<file path="src/shared/coam_defs.svh">
`ifndef COAM_DEFS_SVH
`define COAM_DEFS_SVH

// Mode codes at or above this count are refused
`define COAM_MODE_NUM   5'h11
// Family codes stay below this count
`define COAM_FAMILY_NUM 3'h7
// High byte of every pointer read
`define COAM_PAGE0      8'h00
// Highest address of a short, non-indexed form
`define COAM_SHORT_TOP  16'h00FF
// Highest address of a short indexed form
`define COAM_IDX_TOP    16'h01FE
// Bias that maps a -128..+127 branch distance onto 0..255
`define COAM_REL_BIAS   16'h0080
// Bytes of the opcode itself
`define COAM_OPC_LEN    3'h1

`endif

</file>
<file path="src/shared/coam_pkg.sv">
package coam_pkg;

    typedef enum logic [4:0] {
        M_INH   = 5'h00,
        M_IMM   = 5'h01,
        M_DIR_S = 5'h02,
        M_DIR_L = 5'h03,
        M_IDX_0 = 5'h04,
        M_IDX_S = 5'h05,
        M_IDX_L = 5'h06,
        M_IND_S = 5'h07,
        M_IND_L = 5'h08,
        M_IIX_S = 5'h09,
        M_IIX_L = 5'h0A,
        M_REL_D = 5'h0B,
        M_REL_I = 5'h0C,
        M_BIT_D = 5'h0D,
        M_BIT_I = 5'h0E,
        M_BTR_D = 5'h0F,
        M_BTR_I = 5'h10
    } coam_mode_t;

    typedef enum logic [2:0] {
        F_INH = 3'h0,
        F_IMM = 3'h1,
        F_DIR = 3'h2,
        F_IDX = 3'h3,
        F_IND = 3'h4,
        F_REL = 3'h5,
        F_BIT = 3'h6
    } coam_family_t;

    typedef enum logic [2:0] {
        S_IDLE  = 3'h0,
        S_OPND  = 3'h1,
        S_PTR   = 3'h2,
        S_TRAIL = 3'h3,
        S_DONE  = 3'h4
    } coam_state_t;

endpackage : coam_pkg

</file>
<file path="src/verilog/coam_addr_unit.sv">
`timescale 1ns/1ps
`include "coam_defs.svh"

module coam_addr_unit (
    input  logic                   mclk,
    input  logic                   resetn,
    input  logic                   start,
    input  logic [4:0]             mode,
    input  logic                   use_y,
    input  logic                   rmw,
    input  logic [15:0]            pc_in,
    input  logic [7:0]             idx_x,
    input  logic [7:0]             idx_y,
    output logic                   mem_req,
    output logic [15:0]            mem_addr,
    input  logic                   mem_ack,
    input  logic [7:0]             mem_rdata,
    output logic                   busy,
    output logic                   done,
    output logic                   err,
    output logic [15:0]            ea,
    output logic [15:0]            target,
    output logic [7:0]             operand,
    output logic [2:0]             len,
    output logic [15:0]            next_pc,
    output coam_pkg::coam_family_t family
);
    coam_pkg::coam_state_t  state_r, state_nxt;
    logic [4:0]             mode_r, mode_nxt, dmode;
    logic                   y_r, y_nxt, dy;
    logic [7:0]             ixv_r, ixv_nxt;
    logic [15:0]            pc_r, pc_nxt;
    logic [15:0]            word_r, word_nxt;
    logic [7:0]             ptr_r, ptr_nxt;
    logic [7:0]             disp_r, disp_nxt;
    logic [1:0]             cnt_r, cnt_nxt;
    logic [1:0]             pcnt_r, pcnt_nxt;
    logic                   trail_r, trail_nxt;
    logic                   fail_r, fail_nxt;
    logic [15:0]            addr_r, addr_nxt;
    logic [2:0]             acks_r, acks_nxt;
    logic [2:0]             nexp_r, nexp_nxt;

    logic [1:0]             d_ops, d_ptr;
    logic                   d_trail, d_idx, d_long, d_rel, d_imm, d_bad;
    coam_pkg::coam_family_t d_fam;
    logic [2:0]             d_len;
    logic [15:0]            c_ea, c_target;
    logic                   take;

    // Decode the waiting request in idle, the latched one afterwards
    assign dmode = (state_r == coam_pkg::S_IDLE) ? mode : mode_r;
    assign dy    = (state_r == coam_pkg::S_IDLE) ? use_y : y_r;
    assign take  = mem_req && mem_ack;

    coam_mode_dec u_dec (
        .mode    (dmode),
        .use_y   (dy),
        .ops     (d_ops),
        .ptr     (d_ptr),
        .trail   (d_trail),
        .use_idx (d_idx),
        .is_long (d_long),
        .is_rel  (d_rel),
        .is_imm  (d_imm),
        .bad     (d_bad),
        .family  (d_fam),
        .len     (d_len)
    );

    coam_ea_calc u_calc (
        .word    (word_r),
        .idx     (ixv_r),
        .use_idx (d_idx),
        .pc      (pc_r),
        .disp    (d_rel ? word_r[7:0] : disp_r),
        .ea      (c_ea),
        .target  (c_target)
    );

    always_comb begin
        state_nxt = state_r;
        mode_nxt  = mode_r;
        y_nxt     = y_r;
        ixv_nxt   = ixv_r;
        pc_nxt    = pc_r;
        word_nxt  = word_r;
        ptr_nxt   = ptr_r;
        disp_nxt  = disp_r;
        cnt_nxt   = cnt_r;
        pcnt_nxt  = pcnt_r;
        trail_nxt = trail_r;
        fail_nxt  = fail_r;
        acks_nxt  = take ? acks_r + 3'h1 : acks_r;
        nexp_nxt  = nexp_r;
        unique case (state_r)
            coam_pkg::S_IDLE: begin
                if (start) begin
                    mode_nxt  = mode;
                    y_nxt     = use_y;
                    ixv_nxt   = use_y ? idx_y : idx_x;
                    pc_nxt    = pc_in;
                    word_nxt  = 16'h0000;
                    disp_nxt  = 8'h00;
                    cnt_nxt   = d_ops;
                    pcnt_nxt  = d_ptr;
                    trail_nxt = d_trail;
                    acks_nxt  = 3'h0;
                    nexp_nxt  = {1'b0, d_ops} + {1'b0, d_ptr}
                              + {2'h0, d_trail};
                    // Refused before any fetch so memory is not disturbed
                    fail_nxt  = d_bad || (rmw && d_long);
                    if (fail_nxt || d_ops == 2'h0) begin
                        state_nxt = coam_pkg::S_DONE;
                    end else begin
                        state_nxt = coam_pkg::S_OPND;
                    end
                end
            end
            coam_pkg::S_OPND: begin
                if (take) begin
                    // Earlier byte moves up: high byte first
                    word_nxt = {word_r[7:0], mem_rdata};
                    pc_nxt   = pc_r + 16'h0001;
                    cnt_nxt  = cnt_r - 2'h1;
                    if (cnt_r == 2'h1) begin
                        if (pcnt_r != 2'h0) begin
                            ptr_nxt   = mem_rdata;
                            word_nxt  = 16'h0000;
                            cnt_nxt   = pcnt_r;
                            state_nxt = coam_pkg::S_PTR;
                        end else if (trail_r) begin
                            state_nxt = coam_pkg::S_TRAIL;
                        end else begin
                            state_nxt = coam_pkg::S_DONE;
                        end
                    end
                end
            end
            coam_pkg::S_PTR: begin
                if (take) begin
                    word_nxt = {word_r[7:0], mem_rdata};
                    // Pointer bytes wrap inside page zero
                    ptr_nxt  = ptr_r + 8'h01;
                    cnt_nxt  = cnt_r - 2'h1;
                    if (cnt_r == 2'h1) begin
                        state_nxt = trail_r ? coam_pkg::S_TRAIL
                                            : coam_pkg::S_DONE;
                    end
                end
            end
            coam_pkg::S_TRAIL: begin
                if (take) begin
                    disp_nxt  = mem_rdata;
                    pc_nxt    = pc_r + 16'h0001;
                    state_nxt = coam_pkg::S_DONE;
                end
            end
            coam_pkg::S_DONE: begin
                state_nxt = coam_pkg::S_IDLE;
            end
            default: begin
                state_nxt = coam_pkg::S_IDLE;
            end
        endcase
        // One fetch per byte; long forms simply stay longer
        addr_nxt = (state_nxt == coam_pkg::S_PTR) ? {`COAM_PAGE0, ptr_nxt}
                                                  : pc_nxt;
    end

    always_ff @(posedge mclk or negedge resetn) begin
        if (!resetn) begin
            state_r <= coam_pkg::S_IDLE;
            mode_r  <= 5'h00;
            y_r     <= 1'b0;
            ixv_r   <= 8'h00;
            pc_r    <= 16'h0000;
            word_r  <= 16'h0000;
            ptr_r   <= 8'h00;
            disp_r  <= 8'h00;
            cnt_r   <= 2'h0;
            pcnt_r  <= 2'h0;
            trail_r <= 1'b0;
            fail_r  <= 1'b0;
            addr_r  <= 16'h0000;
            acks_r  <= 3'h0;
            nexp_r  <= 3'h0;
        end else begin
            state_r <= state_nxt;
            mode_r  <= mode_nxt;
            y_r     <= y_nxt;
            ixv_r   <= ixv_nxt;
            pc_r    <= pc_nxt;
            word_r  <= word_nxt;
            ptr_r   <= ptr_nxt;
            disp_r  <= disp_nxt;
            cnt_r   <= cnt_nxt;
            pcnt_r  <= pcnt_nxt;
            trail_r <= trail_nxt;
            fail_r  <= fail_nxt;
            addr_r  <= addr_nxt;
            acks_r  <= acks_nxt;
            nexp_r  <= nexp_nxt;
        end
    end

    assign mem_req  = (state_r == coam_pkg::S_OPND)
                   || (state_r == coam_pkg::S_PTR)
                   || (state_r == coam_pkg::S_TRAIL);
    assign mem_addr = addr_r;
    assign busy     = (state_r != coam_pkg::S_IDLE);

    // Results, loaded as the sequence closes
    logic                   done_r, done_nxt;
    logic                   err_r, err_nxt;
    logic [15:0]            ea_r, ea_nxt;
    logic [15:0]            tgt_r, tgt_nxt;
    logic [7:0]             opnd_r, opnd_nxt;
    logic [2:0]             len_r, len_nxt;
    logic [15:0]            npc_r, npc_nxt;
    coam_pkg::coam_family_t fam_r, fam_nxt;
    logic                   long_r, long_nxt;
    logic                   rel_r, rel_nxt;
    logic                   imm_r, imm_nxt;
    logic                   idx_r, idx_nxt;

    always_comb begin
        done_nxt = (state_r == coam_pkg::S_DONE);
        err_nxt  = err_r;
        ea_nxt   = ea_r;
        tgt_nxt  = tgt_r;
        opnd_nxt = opnd_r;
        len_nxt  = len_r;
        npc_nxt  = npc_r;
        fam_nxt  = fam_r;
        long_nxt = long_r;
        rel_nxt  = rel_r;
        imm_nxt  = imm_r;
        idx_nxt  = idx_r;
        if (state_r == coam_pkg::S_DONE) begin
            err_nxt  = fail_r;
            ea_nxt   = fail_r ? 16'h0000 : c_ea;
            tgt_nxt  = fail_r ? 16'h0000 : c_target;
            opnd_nxt = word_r[7:0];
            len_nxt  = d_len;
            npc_nxt  = pc_r;
            fam_nxt  = d_fam;
            long_nxt = d_long;
            rel_nxt  = d_rel;
            imm_nxt  = d_imm;
            idx_nxt  = d_idx;
        end
    end

    always_ff @(posedge mclk or negedge resetn) begin
        if (!resetn) begin
            done_r <= 1'b0;
            err_r  <= 1'b0;
            ea_r   <= 16'h0000;
            tgt_r  <= 16'h0000;
            opnd_r <= 8'h00;
            len_r  <= 3'h0;
            npc_r  <= 16'h0000;
            fam_r  <= coam_pkg::F_INH;
            long_r <= 1'b0;
            rel_r  <= 1'b0;
            imm_r  <= 1'b0;
            idx_r  <= 1'b0;
        end else begin
            done_r <= done_nxt;
            err_r  <= err_nxt;
            ea_r   <= ea_nxt;
            tgt_r  <= tgt_nxt;
            opnd_r <= opnd_nxt;
            len_r  <= len_nxt;
            npc_r  <= npc_nxt;
            fam_r  <= fam_nxt;
            long_r <= long_nxt;
            rel_r  <= rel_nxt;
            imm_r  <= imm_nxt;
            idx_r  <= idx_nxt;
        end
    end

    assign done    = done_r;
    assign err     = err_r;
    assign ea      = ea_r;
    assign target  = tgt_r;
    assign operand = opnd_r;
    assign len     = len_r;
    assign next_pc = npc_r;
    assign family  = fam_r;
endmodule : coam_addr_unit

</file>
<file path="src/verilog/coam_mode_dec.sv">
`timescale 1ns/1ps
`include "coam_defs.svh"

module coam_mode_dec (
    input  logic [4:0]             mode,
    input  logic                   use_y,
    output logic [1:0]             ops,
    output logic [1:0]             ptr,
    output logic                   trail,
    output logic                   use_idx,
    output logic                   is_long,
    output logic                   is_rel,
    output logic                   is_imm,
    output logic                   bad,
    output coam_pkg::coam_family_t family,
    output logic [2:0]             len
);
    logic pre;

    always_comb begin
        ops     = 2'h0;
        ptr     = 2'h0;
        trail   = 1'b0;
        use_idx = 1'b0;
        is_long = 1'b0;
        is_rel  = 1'b0;
        is_imm  = 1'b0;
        pre     = 1'b0;
        bad     = 1'b0;
        family  = coam_pkg::F_INH;
        // Seventeen modes in seven families
        unique case (mode)
            coam_pkg::M_INH: begin
                family = coam_pkg::F_INH;
            end
            coam_pkg::M_IMM: begin
                ops    = 2'h1;
                is_imm = 1'b1;
                family = coam_pkg::F_IMM;
            end
            coam_pkg::M_DIR_S: begin
                ops    = 2'h1;
                family = coam_pkg::F_DIR;
            end
            coam_pkg::M_DIR_L: begin
                ops     = 2'h2;
                is_long = 1'b1;
                family  = coam_pkg::F_DIR;
            end
            coam_pkg::M_IDX_0: begin
                use_idx = 1'b1;
                pre     = use_y;
                family  = coam_pkg::F_IDX;
            end
            coam_pkg::M_IDX_S: begin
                ops     = 2'h1;
                use_idx = 1'b1;
                pre     = use_y;
                family  = coam_pkg::F_IDX;
            end
            coam_pkg::M_IDX_L: begin
                ops     = 2'h2;
                use_idx = 1'b1;
                is_long = 1'b1;
                pre     = use_y;
                family  = coam_pkg::F_IDX;
            end
            coam_pkg::M_IND_S: begin
                ops    = 2'h1;
                ptr    = 2'h1;
                pre    = 1'b1;
                family = coam_pkg::F_IND;
            end
            coam_pkg::M_IND_L: begin
                ops     = 2'h1;
                ptr     = 2'h2;
                is_long = 1'b1;
                pre     = 1'b1;
                family  = coam_pkg::F_IND;
            end
            coam_pkg::M_IIX_S: begin
                ops     = 2'h1;
                ptr     = 2'h1;
                use_idx = 1'b1;
                pre     = 1'b1;
                family  = coam_pkg::F_IND;
            end
            coam_pkg::M_IIX_L: begin
                ops     = 2'h1;
                ptr     = 2'h2;
                use_idx = 1'b1;
                is_long = 1'b1;
                pre     = 1'b1;
                family  = coam_pkg::F_IND;
            end
            coam_pkg::M_REL_D: begin
                ops    = 2'h1;
                is_rel = 1'b1;
                family = coam_pkg::F_REL;
            end
            coam_pkg::M_REL_I: begin
                ops    = 2'h1;
                ptr    = 2'h1;
                is_rel = 1'b1;
                pre    = 1'b1;
                family = coam_pkg::F_REL;
            end
            coam_pkg::M_BIT_D: begin
                ops    = 2'h1;
                family = coam_pkg::F_BIT;
            end
            coam_pkg::M_BIT_I: begin
                ops    = 2'h1;
                ptr    = 2'h1;
                pre    = 1'b1;
                family = coam_pkg::F_BIT;
            end
            coam_pkg::M_BTR_D: begin
                ops    = 2'h1;
                trail  = 1'b1;
                family = coam_pkg::F_BIT;
            end
            coam_pkg::M_BTR_I: begin
                ops    = 2'h1;
                ptr    = 2'h1;
                trail  = 1'b1;
                pre    = 1'b1;
                family = coam_pkg::F_BIT;
            end
            default: begin
                bad = 1'b1;
            end
        endcase
        len = `COAM_OPC_LEN + {2'h0, pre} + {1'b0, ops} + {2'h0, trail};
    end

endmodule : coam_mode_dec

</file>
<file path="src/verilog/coam_ea_calc.sv">
`timescale 1ns/1ps

module coam_ea_calc (
    input  logic [15:0] word,
    input  logic [7:0]  idx,
    input  logic        use_idx,
    input  logic [15:0] pc,
    input  logic [7:0]  disp,
    output logic [15:0] ea,
    output logic [15:0] target
);
    // Short offsets arrive zero-extended, so the sum carries into bit 8
    assign ea     = word + (use_idx ? {8'h00, idx} : 16'h0000);
    // The pc given here already points past the whole instruction
    assign target = pc + {{8{disp[7]}}, disp};

endmodule : coam_ea_calc

</file>
<file path="config.mk">
export PLATFORM = sky130hd
export DESIGN_NAME = coam_addr_unit
export DESIGN_NICKNAME = d
export VERILOG_FILES = /design/src/shared/coam_pkg.sv /design/src/verilog/coam_addr_unit.sv /design/src/verilog/coam_mode_dec.sv /design/src/verilog/coam_ea_calc.sv
export VERILOG_INCLUDE_DIRS = /design/src /design/src/shared
export SDC_FILE = /design/constraint.sdc
export NUM_CORES = 1
export LEC_CHECK = 0
export BUFFER_PORTS_ARGS = -buffer_cell sky130_fd_sc_hd__buf_2
export CAP_MARGIN = 20
export CELL_PAD_IN_SITES_DETAIL_PLACEMENT = 0
export CELL_PAD_IN_SITES_GLOBAL_PLACEMENT = 1
export CORE_UTILIZATION = 35
export DETAILED_ROUTE_END_ITERATION = 8
export PLACE_DENSITY = 0.78
export SLEW_MARGIN = 20
export SYNTH_ARGS = -nofsm -noshare
export SYNTH_HDL_FRONTEND = slang
export SYNTH_SLANG_ARGS = --single-unit
</file>
<file path="constraint.sdc">
create_clock -name mclk -period 6.1 [get_ports mclk]
set_input_delay 1.22 -clock mclk [delete_from_list [all_inputs] [get_ports mclk]]
set_output_delay 1.22 -clock mclk [all_outputs]
set_load 0.03 [all_outputs]
</file>
==> results.cfg <==
[global_route]
antenna_found_initial = 1
grt_max_degree = 82
grt_pass1_vias = 6703
gr-total-overflow = 0
gr-usage-all-layers_pct = 19.5
grt_pass1_wl_microns = 36900

[sta]
slew_violations = 0
layout_setup_ws_ns = 1.19
finalCritPeriodShare_pct = 80.4
finalHoldViolCount = 0
timing.slew.headroom_pct = 25.3
skew_ns = 0.00893
finalSetupTns_ns = 0
grt_setup_unrepaired = false
tightest_slew_ns = 1.11
period_needed_ns = 4.91
setup_violations = 0
max_freq_mhz = 204

[place]
port_buffers = 132
hpwl_microns = 16400
globalplace.congestion = 0.864
dp_slack_ns = 0.786

[pwr]
p_per_area_mw_per_mm2 = 528
peakVddDrop_uv = 262
p_sw_share_pct = 44.8
p_int_w = 0.00287
clockPowerShare_pct = 21.5
comb_power_share_pct = 44.5
p_leak_nw = 4.86
p_seq_share_pct = 34.0
p_sw_w = 0.00233

[yosys]
synth.distinct_cells = 65
synth_area_sq_mm = 0.00823
ys_ff_latch = 151
synth_top_cell_by_area = dfrtp_1
syn_area_per_cell_sq_um = 9.38
muxShareOfSynthArea_pct = 6.14
synth-edff-count = 0
yosys.area.top_type_share_pct = 45.9
synth_compound_area_share_pct = 19.2
synth_fa_ha_area_share_pct = 4.93
async_flop_share_pct = 100
synth.net_count = 958
synth.area.top_cells = dfrtp_1, nand2_1, o21ai_0
synth_top_family_by_area = compound AO/OA/AOI/OAI gates
synth_xor_xnor_area_share_pct = 2.55
yosys_warnings = 0
synthSimpleGateAreaFrac_pct = 18.0
syn_inst = 877
ys_seq_area_share_pct = 45.9
synth-main-ff-cell = dfrtp_1

[cts]
cts_resized = 0
clock_latency_ns = 0.43
h-tree-depth = 4
numCtsBuffers = 17
cts_tree = yes
cts.clk_slew.worst_paths_ns = 0.06
clk_path_buf_depth = 2
root_buffer = clkbuf_16
clock_sinks = 151
cts_setup_buffers = 0
cts_hold_buf = 0

[floorplanning]
die_x_microns = 155
ioPinCount = 133
die_area_sq_mm = 0.0241
rows = 55
core-area_sq_mm = 0.0228
start_util_pct = 36.0
dieHeight_microns = 155

[detailed_routing]
route.antenna.remaining_nets = 0
viasPerCell = 5.24
drt-total-wl_microns = 22500
drtIter0Drc = 636
drc = 0
vias = 6951
wl_per_cell_microns = 16.9
dr.pass1.iters = 5

[worst_setup_path]
required_ns = 6.42
ff2ff_setup_slack_ns = 1.32
end_kind = flip-flop
critPathKind = in -> reg
arrival_ns = 5.22
cp_max_fo = 9
critPathLaunchType = input port

[layout]
diodes = 0
area_growth_pct = 19.5
seq_area_sq_mm = 0.00378
drive_above_1_share_pct = 20.9
multi_input_area_sq_mm = 0.00419
num-fill-cells = 2307
fin_nets = 1081

[job]
cap_violations = 0

[hold_path]
hold_class = reg -> reg

[status]
status = finished clean
[cell usage in the layout (no fill, tap or decap), drive strengths merged, types with 12 or more instances in the layout]
cell type / n
inv: 29
nor2: 45
o21a: 12
nor3: 15
nand2: 151
mux2: 30
clkbuf: 20
a21o: 14
o21ai: 101
dfrtp: 151
a22o: 12
mux2i: 16
and2: 15
xnor2: 13
o31ai: 14
a21oi: 27
nand3: 33
nand2b: 12
ha: 26
buf: 144
[layout make-up]
type	instances	area share, %
Tap cell	313	3.98
Clock inverter	12	1.68
Timing Repair Buffer	144	7.77
Clock buffer	20	4.64
Multi-Input combinational cell	662	42.6
Sequential cell	151	38.4
Inverter	24	0.916
[power groups by stage]
stage / Clock (W) / Combinational (W) / Sequential (W)
2_1_floorplan: 0 / 0.00133 / 0.00203
3_3_place_gp: 0 / 0.00229 / 0.00177
3_5_place_dp: 0 / 0.00231 / 0.00178
4_1_cts: 0.00114 / 0.00233 / 0.00177
5_1_grt: 0.00119 / 0.00257 / 0.00182
6_report: 0.00112 / 0.00231 / 0.00177
[Yosys cell counts (16+ instances only)]
| master | instances |
|---|---|
| inv_1 | 23 |
| nand3_1 | 33 |
| nand2_1 | 151 |
| nor2_1 | 45 |
| o21ai_0 | 100 |
| clkbuf_1 | 29 |
| a21oi_1 | 27 |
| mux2_2 | 28 |
| dfrtp_1 | 151 |
| mux2i_1 | 16 |
| ha_1 | 26 |
[worst paths after layout]
check,startpoint,endpoint,cells after the start
min in group asynchronous,resetn,target[11]$_DFFE_PN0P_,1
hold / removal,target[8]$_DFFE_PN0P_,target[8]$_DFFE_PN0P_,2
hold reg to reg,target[8]$_DFFE_PN0P_,target[8]$_DFFE_PN0P_,2
max in group asynchronous,resetn,target[14]$_DFFE_PN0P_,2
setup / recovery,mode[2],target[14]$_DFFE_PN0P_,16
setup reg to reg,state_r[0]$_DFF_PN0_,target[14]$_DFFE_PN0P_,15
[flip-flops by register name, indices dropped and copies added (netlist names), 3 cells and up]
name / count
mem_addr: 16
ixv_r: 8
pc_r: 16
len: 3
target: 16
operand: 8
next_pc: 16
ea: 16
family: 3
disp_r: 8
ptr_r: 8
mode_r: 5
state_r: 3
word_r: 16
[routing by layer]
metal	share of wire [%]	vias up	global-route usage, %
met1	48	3300	27.6
met4	1.7	2	6.16
met2	45	209	29.4
met3	5.7	34	4.32
met5	0.058	-	0
li1	-	3406	-
[metrics by stage]
stage / std cells / utilization (%) / power [W] / hold slack (ns) / area, sq um
floorplan: 877 / - / 0.00335 / 0.442 / 8230
global route: 1326 / 43.1 / 0.00557 / 0.497 / 9840
detailed placement: 1294 / 40.3 / 0.00409 / 0.463 / 9220
finish: 1326 / 43.1 / 0.00520 / 0.470 / 9840
CTS: 1326 / 43.1 / 0.00523 / 0.477 / 9840
global placement: 1293 / 40.3 / 0.00407 / 0.456 / 9200
[cells by family after synthesis]
group,Yosys count
XOR/XNOR,24
AND/OR/NAND/NOR,320
adder cells (fa/ha/maj),30
AO/OA/AOI/OAI,242
buffers and inverters,64
multiplexers,46
flip-flops,151
[worst max-delay path, cell delays in order]
cell and delay, ns:
buf_2 0.10, nor4b_1 0.52, o211ai_1 0.22, mux2_4 0.34, or2_1 0.36, mux2_2 0.32, ha_1 0.19, inv_1 0.07
fa_1 0.17, nor2b_1 0.06, o21ai_0 0.20, a21boi_0 0.17, o31ai_1 0.39, a21oi_1 0.15, or4_1 0.48, a32o_1 0.26
Note: power is estimated with default switching activity, not from simulation.
